===== config.mk =====
export PLATFORM = sky130hd
export DESIGN_NAME = fnm_top
export DESIGN_NICKNAME = d
export VERILOG_FILES = /design/src/logic/fnm_pkg.sv /design/src/logic/fnm_top.sv
export SDC_FILE = /design/constraint.sdc
export NUM_CORES = 1
export LEC_CHECK = 0
export BUFFER_PORTS_ARGS = -buffer_cell sky130_fd_sc_hd__buf_2
export CAP_MARGIN = 20
export CORE_ASPECT_RATIO = 1.75
export CORE_MARGIN = 10
export CORE_UTILIZATION = 30
export CTS_BUF_LIST = sky130_fd_sc_hd__clkbuf_2 sky130_fd_sc_hd__clkbuf_4 sky130_fd_sc_hd__clkbuf_8
export DETAILED_ROUTE_END_ITERATION = 8
export PLACE_DENSITY = 0.51
export SKIP_CTS_REPAIR_TIMING = 1
export SLEW_MARGIN = 10
export SYNTH_ARGS = -nofsm -noshare
export SYNTH_HDL_FRONTEND = slang
export SYNTH_SLANG_ARGS = --single-unit

===== constraint.sdc =====
create_clock -name clk -period 6.8 [get_ports clk]
set_clock_uncertainty 0.2 [all_clocks]
set_input_delay 1.36 -clock clk [delete_from_list [all_inputs] [get_ports clk]]
set_output_delay 1.36 -clock clk [all_outputs]
set_load 0.01 [all_outputs]

===== src/logic/fnm_pkg.sv =====
// Purpose: constants and types for the fractional-N modulator, slip reduction and fast-lock control
// Assumes: one 100 MHz system clock; reference and comparison edges sampled synchronously
// Notes: register index is the three-bit reg_sel pattern; readback of registers one, three and status echoes it in the low bits of the word
//
// What this block does and what the host must keep
// [RULE1] Doubler presents twice the reference rate
// [RULE2] Host keeps comparison rate at most 32 MHz
// [RULE3] Halver divides reference by two, 50% duty
// [RULE4] Modulus is 12 bits, range 2..4095
// [RULE5] Host keeps modulus at least 50 dithered
// [RULE6] Third-order modulator steps once per comparison
// [RULE7] Undithered repeat length follows modulus divisibility
// [RULE8] Dithered repeat length is two to 21
// [RULE9] Imminent slip enables one directed extra cell
// [RULE10] Each further slip adds one, seven max
// [RULE11] Past target, cells turn off one by one
// [RULE12] Bit 18 of register three enables slip reduction
// [RULE13] Host keeps detector duty within 45..55%
// [RULE14] Mode field 0,1 selects fast-lock, loads timer
// [RULE15] Host initialises, then writes register three
// [RULE16] Wide interval lasts timer times modulus cycles
// [RULE17] Wide interval raises pump current sixteenfold
// [RULE18] Switch pin grounded during wide interval
// [RULE19] Mode 1,0 resync; mode 0,0 timer off
// [RULE20] Select bits 0,1,1 route word to register three
// [RULE21] Expiry restores current and releases switch pin
// [RULE22] New fast-lock write restarts timer fully
package fnm_pkg;
   localparam int DATA_W = 32;
   localparam logic [2:0] SEL_REG1 = 3'h1;
   localparam logic [2:0] SEL_REG2 = 3'h2;
   localparam logic [2:0] SEL_REG3 = 3'h3;
   localparam logic [2:0] SEL_STAT = 3'h7;
   // Register one: fraction and modulus
   localparam int FRAC_LSB = 15;
   localparam int MODU_LSB = 3;
   // Register two: reference options and pump setting
   localparam int DBL_BIT = 25;
   localparam int HALF_BIT = 24;
   localparam int DITH_BIT = 23;
   localparam int CP_LSB = 9;
   // Register three
   localparam int SLIP_EN_BIT = 18;
   localparam int CDM_LSB = 15;
   localparam int CDV_LSB = 3;
   localparam logic [1:0] CDM_OFF = 2'h0;
   localparam logic [1:0] CDM_FAST = 2'h1;
   localparam logic [1:0] CDM_RESYNC = 2'h2;
   localparam logic [11:0] MODU_MIN = 12'h002;
   localparam logic [11:0] MODU_RST = 12'h002;
   localparam logic [2:0] CELLS_MAX = 3'h7;
   localparam logic [7:0] CP_BOOST_SHIFT = 8'h04;
   localparam logic [20:0] LFSR_SEED = 21'h000001;
   localparam logic [20:0] LFSR_TAPS = 21'h140000;
   localparam logic [2:0] STAGE_NUM = 3'h3;
   typedef struct packed {
      logic [2:0] sel;
      logic [DATA_W-1:0] wdata;
      logic wr;
      logic rd;
   } fnm_bus_t;
   typedef struct packed {
      logic [11:0] modulus;
      logic [11:0] frac;
      logic dbl;
      logic half;
      logic dither;
      logic [3:0] cp;
      logic slip_en;
      logic [1:0] cdm;
      logic [11:0] cdv;
   } fnm_cfg_t;
   typedef enum {FL_IDLE, FL_WIDE, FL_RESYNC} fnm_fl_t;
endpackage


===== src/logic/fnm_top.sv =====
// Purpose: modulator, reference conditioning, slip reduction and fast-lock control
// Assumes: all inputs synchronous to clk; comparison strobe at most one per cycle
// Notes: read data valid the cycle after the read strobe only
//
// Chosen here: the plain strobed port and the address map.
`timescale 1ns/1ps
`default_nettype none
module fnm_top (
   input wire logic clk,
   input wire logic sys_rst,
   input wire logic [2:0] reg_sel,
   input wire logic [31:0] reg_wdata,
   input wire logic reg_wr,
   input wire logic reg_rd,
   output logic [31:0] reg_rdata,
   input wire logic reference_input,
   input wire logic cmp_tick,
   input wire logic slip_near,
   input wire logic slip_up,
   input wire logic target_passed,
   output logic pfd_ref,
   output logic [2:0] extra_cells,
   output logic extra_dir_up,
   output logic [7:0] cp_current,
   output logic fastlock_switch_pin_o,
   output logic fastlock_switch_pin_oe,
   output logic [3:0] mod_step
);
   ////////////////////////////////////////////////////////////////////////
   fnm_pkg::fnm_bus_t bus;
   fnm_pkg::fnm_cfg_t cfg_r;
   logic new_fast;
   assign bus = '{sel: reg_sel, wdata: reg_wdata, wr: reg_wr, rd: reg_rd};
   assign new_fast = bus.wr && bus.sel == fnm_pkg::SEL_REG3
      && bus.wdata[fnm_pkg::CDM_LSB +: 2] == fnm_pkg::CDM_FAST;

   function automatic logic [11:0] clamp_mod(input logic [11:0] v);
      clamp_mod = (v < fnm_pkg::MODU_MIN) ? fnm_pkg::MODU_MIN : v;
   endfunction

   always_ff @(posedge clk) begin
      if (sys_rst) begin
         cfg_r <= '{modulus: fnm_pkg::MODU_RST, default: '0};
      end else if (bus.wr) begin
         case (bus.sel)
            fnm_pkg::SEL_REG1: begin
               cfg_r.modulus <= clamp_mod(bus.wdata[fnm_pkg::MODU_LSB +: 12]); // RULE4
               cfg_r.frac <= bus.wdata[fnm_pkg::FRAC_LSB +: 12];
            end
            fnm_pkg::SEL_REG2: begin
               cfg_r.dbl <= bus.wdata[fnm_pkg::DBL_BIT];
               cfg_r.half <= bus.wdata[fnm_pkg::HALF_BIT];
               cfg_r.dither <= bus.wdata[fnm_pkg::DITH_BIT];
               cfg_r.cp <= bus.wdata[fnm_pkg::CP_LSB +: 4];
            end
            fnm_pkg::SEL_REG3: begin // RULE20
               cfg_r.slip_en <= bus.wdata[fnm_pkg::SLIP_EN_BIT]; // RULE12
               cfg_r.cdm <= bus.wdata[fnm_pkg::CDM_LSB +: 2]; // RULE14 RULE19
               cfg_r.cdv <= bus.wdata[fnm_pkg::CDV_LSB +: 12];
            end
            default: begin
            end
         endcase
      end
   end

   ////////////////////////////////////////////////////////////////////////
   // Reference conditioning: doubler emits a pulse on both edges
   logic ref_d_r, half_r, pfd_r;
   logic ref_rise, ref_edge;
   assign ref_rise = reference_input && !ref_d_r;
   assign ref_edge = reference_input ^ ref_d_r;
   always_ff @(posedge clk) begin
      if (sys_rst) begin
         ref_d_r <= 1'b0;
         half_r <= 1'b0;
         pfd_r <= 1'b0;
      end else begin
         ref_d_r <= reference_input;
         if (ref_rise) begin
            half_r <= !half_r; // RULE3
         end
         if (cfg_r.half) begin
            pfd_r <= half_r ^ ref_rise; // RULE3
         end else if (cfg_r.dbl) begin
            pfd_r <= ref_edge; // RULE1
         end else begin
            pfd_r <= reference_input;
         end
      end
   end
   assign pfd_ref = pfd_r;

   ////////////////////////////////////////////////////////////////////////
   // Third-order MASH modulator; each stage wraps at the modulus
   logic [11:0] acc_r [3];
   logic [2:0] carry;
   logic [11:0] acc_in [3];
   logic [12:0] acc_sum [3];
   logic [20:0] lfsr_r;
   logic [11:0] seed;
   assign seed = {11'h000, cfg_r.dither & lfsr_r[0]}; // RULE8
   genvar g;
   generate
      for (g = 0; g < 3; g = g + 1) begin : g_stage
         if (g == 0) begin : g_first
            assign acc_in[g] = cfg_r.frac;
         end else begin : g_next
            assign acc_in[g] = acc_r[g-1];
         end
         assign acc_sum[g] = {1'b0, acc_r[g]} + {1'b0, acc_in[g]} + ((g == 2) ? {1'b0, seed} : 13'h0000);
         assign carry[g] = acc_sum[g] >= {1'b0, cfg_r.modulus};
         always_ff @(posedge clk) begin
            if (sys_rst || new_fast) begin
               acc_r[g] <= 12'h000;
            end else if (cmp_tick) begin // RULE6
               acc_r[g] <= carry[g] ? 12'(acc_sum[g] - {1'b0, cfg_r.modulus}) : acc_sum[g][11:0];
            end
         end
      end
   endgenerate

   // Noise shaping: c1 + dc2 + d2c3; repeat length set by the modulus arithmetic, RULE7
   logic c2_d_r, c3_d_r, c3_dd_r;
   logic [3:0] step_r;
   always_ff @(posedge clk) begin
      if (sys_rst) begin
         c2_d_r <= 1'b0;
         c3_d_r <= 1'b0;
         c3_dd_r <= 1'b0;
         step_r <= 4'h0;
         lfsr_r <= fnm_pkg::LFSR_SEED;
      end else if (cmp_tick) begin // RULE6 RULE7
         c2_d_r <= carry[1];
         c3_d_r <= carry[2];
         c3_dd_r <= c3_d_r;
         step_r <= 4'(4'sd4 + $signed({3'h0, carry[0]}) + $signed({3'h0, carry[1]})
            - $signed({3'h0, c2_d_r}) + $signed({3'h0, carry[2]})
            - $signed({2'h0, c3_d_r, 1'b0}) + $signed({3'h0, c3_dd_r}));
         lfsr_r <= {lfsr_r[19:0], ^(lfsr_r & fnm_pkg::LFSR_TAPS)}; // RULE8
      end
   end
   assign mod_step = step_r;

   ////////////////////////////////////////////////////////////////////////
   // Slip reduction cell counter
   logic [2:0] cells_r;
   logic dir_r, falling_r;
   always_ff @(posedge clk) begin
      if (sys_rst || !cfg_r.slip_en) begin // RULE12
         cells_r <= 3'h0;
         dir_r <= 1'b0;
         falling_r <= 1'b0;
      end else if (cmp_tick) begin
         if (target_passed && cells_r != 3'h0) begin
            falling_r <= 1'b1; // RULE11
         end
         if (falling_r || (target_passed && cells_r != 3'h0)) begin
            cells_r <= (cells_r != 3'h0) ? cells_r - 3'h1 : 3'h0; // RULE11
            if (cells_r <= 3'h1) begin
               falling_r <= 1'b0;
            end
         end else if (slip_near && cells_r != fnm_pkg::CELLS_MAX) begin
            cells_r <= cells_r + 3'h1; // RULE9 RULE10
            if (cells_r == 3'h0) begin
               dir_r <= slip_up; // RULE9
            end
         end
      end
   end
   assign extra_cells = cells_r;
   assign extra_dir_up = dir_r;

   ////////////////////////////////////////////////////////////////////////
   // Fast-lock timer: value times modulus comparison cycles
   fnm_pkg::fnm_fl_t fl_r;
   logic [11:0] outer_r, inner_r;
   always_ff @(posedge clk) begin
      if (sys_rst) begin
         fl_r <= fnm_pkg::FL_IDLE;
         outer_r <= 12'h000;
         inner_r <= 12'h000;
      end else if (bus.wr && bus.sel == fnm_pkg::SEL_REG3) begin
         fl_r <= fnm_pkg::FL_IDLE; // RULE19
         if (new_fast && bus.wdata[fnm_pkg::CDV_LSB +: 12] != 12'h000) begin
            fl_r <= fnm_pkg::FL_WIDE; // RULE14 RULE22
            outer_r <= bus.wdata[fnm_pkg::CDV_LSB +: 12];
            inner_r <= cfg_r.modulus;
         end else if (bus.wdata[fnm_pkg::CDM_LSB +: 2] == fnm_pkg::CDM_RESYNC) begin
            fl_r <= fnm_pkg::FL_RESYNC; // RULE19
         end
      end else begin
         case (fl_r)
            fnm_pkg::FL_WIDE: begin
               if (cmp_tick) begin // RULE16
                  if (inner_r > 12'h001) begin
                     inner_r <= inner_r - 12'h001;
                  end else if (outer_r > 12'h001) begin
                     outer_r <= outer_r - 12'h001;
                     inner_r <= cfg_r.modulus;
                  end else begin
                     fl_r <= fnm_pkg::FL_IDLE; // RULE21
                  end
               end
            end
            fnm_pkg::FL_IDLE, fnm_pkg::FL_RESYNC: begin
            end
            default: fl_r <= fnm_pkg::FL_IDLE;
         endcase
      end
   end

   logic [7:0] cp_r;
   logic sw_oe_r;
   always_ff @(posedge clk) begin
      if (sys_rst) begin
         cp_r <= 8'h00;
         sw_oe_r <= 1'b0;
      end else begin
         cp_r <= (fl_r == fnm_pkg::FL_WIDE) ? ({4'h0, cfg_r.cp} << fnm_pkg::CP_BOOST_SHIFT) // RULE17
            : {4'h0, cfg_r.cp}; // RULE21
         sw_oe_r <= fl_r == fnm_pkg::FL_WIDE; // RULE18 RULE21
      end
   end
   assign cp_current = cp_r;
   assign fastlock_switch_pin_oe = sw_oe_r;
   assign fastlock_switch_pin_o = 1'b0;

   ////////////////////////////////////////////////////////////////////////
   // Readback; status word shows live block state
   logic [31:0] rdata_r;
   always_ff @(posedge clk) begin
      if (sys_rst || !bus.rd) begin
         rdata_r <= 32'h00000000;
      end else begin
         case (bus.sel)
            fnm_pkg::SEL_REG1: rdata_r <= {5'h00, cfg_r.frac, cfg_r.modulus, fnm_pkg::SEL_REG1};
            fnm_pkg::SEL_REG3: rdata_r <= {13'h0000, cfg_r.slip_en, 1'b0, cfg_r.cdm, cfg_r.cdv, fnm_pkg::SEL_REG3};
            fnm_pkg::SEL_STAT: rdata_r <= {8'h00, outer_r, cells_r, dir_r, 3'h0, sw_oe_r, 1'b0, fnm_pkg::SEL_STAT};
            default: rdata_r <= 32'h00000000;
         endcase
      end
   end
   assign reg_rdata = rdata_r;
endmodule // fnm_top
`default_nettype wire


# Yosys cells after proc, flatten, opt, wreduce, memory -nomap -nowiden
# Memory sizes are Yosys's and may differ from the RTL's.
# Index checks and enable logic that the tools add are counted.
[classes] n_addsub=17 magnitude_cmp=7 eq_ne=16 muxes=40 bitwise_logic=8 reduce_logical=35
[op_table] op="two-way mux 12 bit" n=19
[op_table] op="two-way mux 32 bit" n=4
[op_table] op="case mux 27 bit (3 select lines)" n=1
[op_table] op="equality test 32 x 2 -> 1 bit, second input constant" n=2
[op_table] op="case mux 32 bit (2 select lines)" n=1
[op_table] op="adder 12 x 12 -> 13 bit" n=3
[op_table] op="greater-or-equal comparator 13 x 12 -> 1 bit" n=3
[op_table] op="subtractor 12 bit" n=3
[op_table] op="equality test 32 x 1 -> 1 bit, second input constant" n=1
[op_table] op="zero test 32 bit" n=1
[op_table] op="greater-than comparator 12 x 1 -> 1 bit, second input constant" n=2
[op_table] op="subtractor 12 x 1 -> 12 bit, second input constant" n=2
[op_table] op="XOR reduction 21 bit" n=1
[op_table] op="adder 13 x 1 -> 13 bit" n=1
[op_table] op="adder 4 x 2 -> 4 bit" n=3
[op_table] op="< comparator 12 x 2 -> 1 bit, second input constant" n=1
[op_table] op="inequality test 3 bit, second input constant" n=4
[op_table] op="AND reduction 4 bit" n=3
[op_table] op="nonzero test 12 bit" n=1
[op_table] op="two-way mux 1 bit" n=10
[op_table] op="two-way mux 3 bit" n=3
[op_table] op="AND reduction 2 bit" n=4
[op_table] op="nonzero test 2 bit" n=4
[op_table] op="equality test 3 x 2 -> 1 bit, second input constant" n=2
[op_table] op="other kinds (24)" n=44
[word_totals] reg_bits=179 ramBits=36 inputBits=44 out_inout_bits=51 wordCells=151 n_memories=1
[memory_table] name="acc_r" depth=3 width=12 rd=3 rd_clocked_by_memory_dff=0 wr=3 line_no="fnm_top.sv:96" source="logic [11:0] acc_r [3];"

# Depth between registers and ports, before layout
# An unclocked memory read counts as a cell.
[depth] ltp_word=9 ltp_mapped=24 mapped_depth_nobuf=23

# Worst setup path after synthesis
# Ideal clock, no wire load.
[synth_timing] kind="register to register" startpoint="memory acc_r[1][1]" endpoint="register step_r[1] (netlist: mod_step[1])" arrival_time_ps=4950 required_time_ps=6514 path_slack_ps=1565 path_stages_with_launch=20 n_path_buf=1 synth_period_minus_slack_ps=5235 path_cell_list="edfxtp_1 ha_1 a211o_1 a2111oi_0 o21ai_0 xor2_1 ha_1 nand4_1 nor3_1 nor4b_1 o21ai_0 a31oi_1 clkbuf_1 ha_1 inv_1 fa_1 ha_1 inv_1 fa_1 a211oi_1"
[synth_rtl] item="start, declared" line_no="fnm_top.sv:96"
[synth_rtl] item="end signal, assigned" line_no="fnm_top.sv:137" source="step_r <= 4'(4'sd4 + $signed({3'h0, carry[0]}) + $signed({3'h0, carry[1]})"
[synth_rtl] item="end, declared" line_no="fnm_top.sv:125" source="logic [3:0] step_r;"

==> impl_summary.md <==
CTS
The CTS tree is yes. The CTS buffer count is 17. Clock-pin slew was measured on the worst setup and hold paths at 0.10 ns. The clock reaches the later pin of the worst-skew pair after 0.52 ns. Counting along the longest clock path gives a buffer depth of 2.

The root buffer cell is clkbuf_8. The H-tree generated during clock tree synthesis spans 4 levels. The clock net in this run drives a total of 180 sinks.

Floorplan
The overall die area is 44,800 um2. The initialized floorplan defines 92 standard-cell rows. From bottom edge to top edge, the die measures 273 um.

The core region area is 36,000 um2. The I/O pin count is 95. In this run the horizontal extent of the chip is 164 um. The starting density of the core is 0.304.

Synth
Of the total synthesized cell area, the portion taken by XOR and XNOR cells is 0.0376. Counting distinct cell types in the post-synthesis netlist gives 67. By area the synthesized netlist is led by dfxtp_1 26%, edfxtp_1 9.9%, ha_1 9.8%, mux2i_1 6.7%, nor2_1 6.5%.

The cell count after synthesis is 1,292. Of the total synthesized cell area, the portion taken by full adders, half adders and majority gates is 0.115. The share of synthesized cell area in and, or, nand and nor gates is 0.192.

Of the post-synthesis cell area, the dominant cell type holds 0.264. The commonest cells after synthesis are 189 x nor2_1, 144 x dfxtp_1, 126 x nand2_1. The leading area contributor after synthesis is dfxtp_1. Of the synthesized area, sequential elements account for 0.362. The total standard cell area after synthesis is 10,900 um2.

Yosys instantiated no cell more often than nor2_1. The register bit total from synthesis is 180. In this run the mean area of a mapped cell was 8.47 um2. The total of warnings raised by yosys is 0. The combinational family with the most area after synthesis is simple AND/OR/NAND/NOR gates. In the synthesized netlist the async set-or-reset flop fraction comes to 0. Of the post-synthesis cell area, the part taken by muxes is 0.0689.

The compound-gate portion of the synthesized area is 0.179. The number of synthesized flops with an enable pin is 36. The flip-flop cell with the highest count after synthesis is dfxtp_1.

GRT
The initial antenna violation count is 2. For this run the aggregate overflow at the end of global routing stands at 0. The all-layer global routing usage is 0.145. Entering global routing, the biggest net connects 82 pins. The first-pass GRT wire length is 50,600 um. The via count of the first global-routing pass is 9,251.

Route
The detailed-route DRC error count is 0. The per-cell via count in the routed design is 5.11. The detailed-route wire length per cell is 17.8 um. In this run, the number of DRC markers left after iteration 0 of detailed routing was 602. The routed via count is 9,373. The wire length reported by the detailed router is 32,500 um.

The detailed-routing iteration count for the pre-antenna-repair pass is 5. Once detail routing completed, the nets flagged for antenna violations numbered 0.

Worst setup path
The critical path goes through ha_1 > a211o_1 > a2111oi_0 > o21ai_0 > xor2_1 > ha_1 > nand4_1 > nor3_1 > nor4b_1 > o21ai_0 > a31oi_2 > ha_1 > inv_1 > fa_1 > ha_1 > inv_1 > fa_1 > a211oi_1. STA classifies the critical path endpoint as a flip-flop. The setup check on the worst reg-to-reg path leaves a slack of 1.05 ns.

The cell at the slowest stage of the critical path is a2111oi_0. In this design, the critical path's most frequently occurring cell is ha_1. At the worst endpoint, the arrival time is 5.98 ns. In this run the worst path has a maximum fanout of 6. The critical path is of the reg -> reg type.

The sort of element at the start of the critical path is a flip-flop. The delay of the slowest critical-path stage is 0.80 ns. The required time of the critical path is 7.03 ns.

Place
The setup slack after placement is 1.08 ns. The routability congestion estimate from global placement is 0.856. The wire-length estimate of the detail-placed layout is 24,800 um. The cell total after placement is 1,800. The area of placed instances is 11,800 um2. The number of buffer cells added on primary ports is 80.

Timing
On the final layout, the worst hold slack is 0.265 ns. After routing, the total negative slack on setup checks comes to 0 ns. The minimum clock period after layout is 5.75 ns. The final max-slew violation count is 0. The total of endpoints with negative setup slack in the final report is 0. Once routing completed, OpenROAD measured the worst setup slack at 1.05 ns. The maximum achievable frequency is 0.174 GHz. Measured against its own limit, the worst slew margin works out to 0.351. At the pin with the least slew margin, the transition time is 0.974 ns.

The share of the cycle needed by the critical path after routing is 0.845. Setup repair after global routing left no endpoint under its margin. The number of endpoints with negative hold slack in the final report is 0.

Power
The total power consumption of the routed design is 5.14 mW. The switching part of the total is 0.438. The logic gate share of total power is 0.585. Dividing total power by cell area gives a power density of 420 nW/um2. The analysis attributes to cell leakage a power of 5.06 nW. The relative contribution of sequential cells to total power is 0.255. The worst-case IR drop observed on VDD is 0.000282 V.

The internal portion of the total power is 2.88 mW. The switching component of the power is 2.25 mW. The portion of total power attributed to the clock network is 0.160.

Cells and area
The number of inserted filler cells in the final layout is 3,800. Summing all non-filler instances in the final layout gives an area of 12,200 um2. In the final layout, the share of cells above drive strength 1 is 0.105. The register area is 3960 um2. The post-layout net count is 1,488. The area of the multi-input gates is 6520 um2. The area growth from synthesis to layout is 11.8%.

Once layout is complete, the utilization of the core stands at 0.339. The final instance count without filler cells is 1,833.

Status
The flow ran to the end, and the final reports show no timing, DRC or antenna violations.

Flow run
The max-cap check violation count is 0.

Worst hold path
The path class of the tightest hold or removal check is reg -> reg.
power groups by stage:
| stage | sequential [mW] | combinational [mW] | clock (mW) |
|---|---|---|---|
| detailed placement | 1.34 | 3.00 | 0 |
| finish | 1.31 | 3.01 | 0.823 |
| global placement | 1.34 | 2.97 | 0 |
| CTS | 1.31 | 3.02 | 0.853 |
| floorplan | 1.29 | 2.39 | 0 |
| global route | 1.32 | 3.40 | 0.884 |
critical path, delay by kind of cell, from the launching register on:
family,cells,cell delay [ns]
flops,1,0.51
xor+xnor,1,0.27
simple gates,3,0.40
fa+ha+maj,6,2.03
buf+inv,2,0.13
compound gates,6,2.14
layout make-up:
| type | count | area share |
|---|---|---|
| Clock buffer | 17 | 0.0191 |
| Tap cell | 470 | 0.0481 |
| Inverter | 57 | 0.0175 |
| Sequential cell | 180 | 0.324 |
| Multi-Input combinational cell | 1000 | 0.533 |
| Antenna cell | 1 | 0.000205 |
| Timing Repair Buffer | 93 | 0.0409 |
| Clock inverter | 15 | 0.0170 |
worst paths after layout:
path | from | to | depth (start not counted)
hold / removal | cfg_r[6] | cfg_r[6] | 2
setup reg to reg | acc_r[1][1] | mod_step[1] | 18
setup / recovery | acc_r[1][1] | mod_step[1] | 18
hold reg to reg | cfg_r[6] | cfg_r[6] | 2
sequential cells by signal (all words and copies together), names as in the netlist, 2 cells and up:
name / count
mod_step: 4
acc_r: 36
acc_in: 12
outer_r: 12
lfsr_r: 21
cfg_r: 34
reg_rdata: 27
fl_r: 2
inner_r: 12
extra_cells: 3
cp_current: 8
layer usage:
layer / up-vias / share of wire / routed length, um / global-route usage
li1: 4699 / - / - / -
met1: 4419 / 0.38 / 12300 / 0.149
met2: 196 / 0.54 / 17500 / 0.267
met3: 57 / 0.033 / 1090 / 0.0269
met4: 2 / 0.052 / 1700 / 0.0833
met5: - / 0.00022 / 7 / 0
layout by cell type, fill, tap and decap left out, types with 22 or more instances in the layout:
cell type and count:
a21oi_1 108, a22oi_1 25, buf_2 79, dfxtp_1 144, edfxtp_1 36, ha_1 86, inv_1 57, mux2i_1 73
nand2_1 126, nand3_1 22, nor2_1 188, nor3_1 24, o21ai_0 60, xnor2_1 33
logic make-up after synthesis:
group,after synthesis
XOR/XNOR,47
adder cells (fa/ha/maj),95
other,1
AND/OR/NAND/NOR,464
AO/OA/AOI/OAI,313
buffers and inverters,117
flip-flops,180
multiplexers,75
Note: power is estimated with default switching activity, not from simulation.
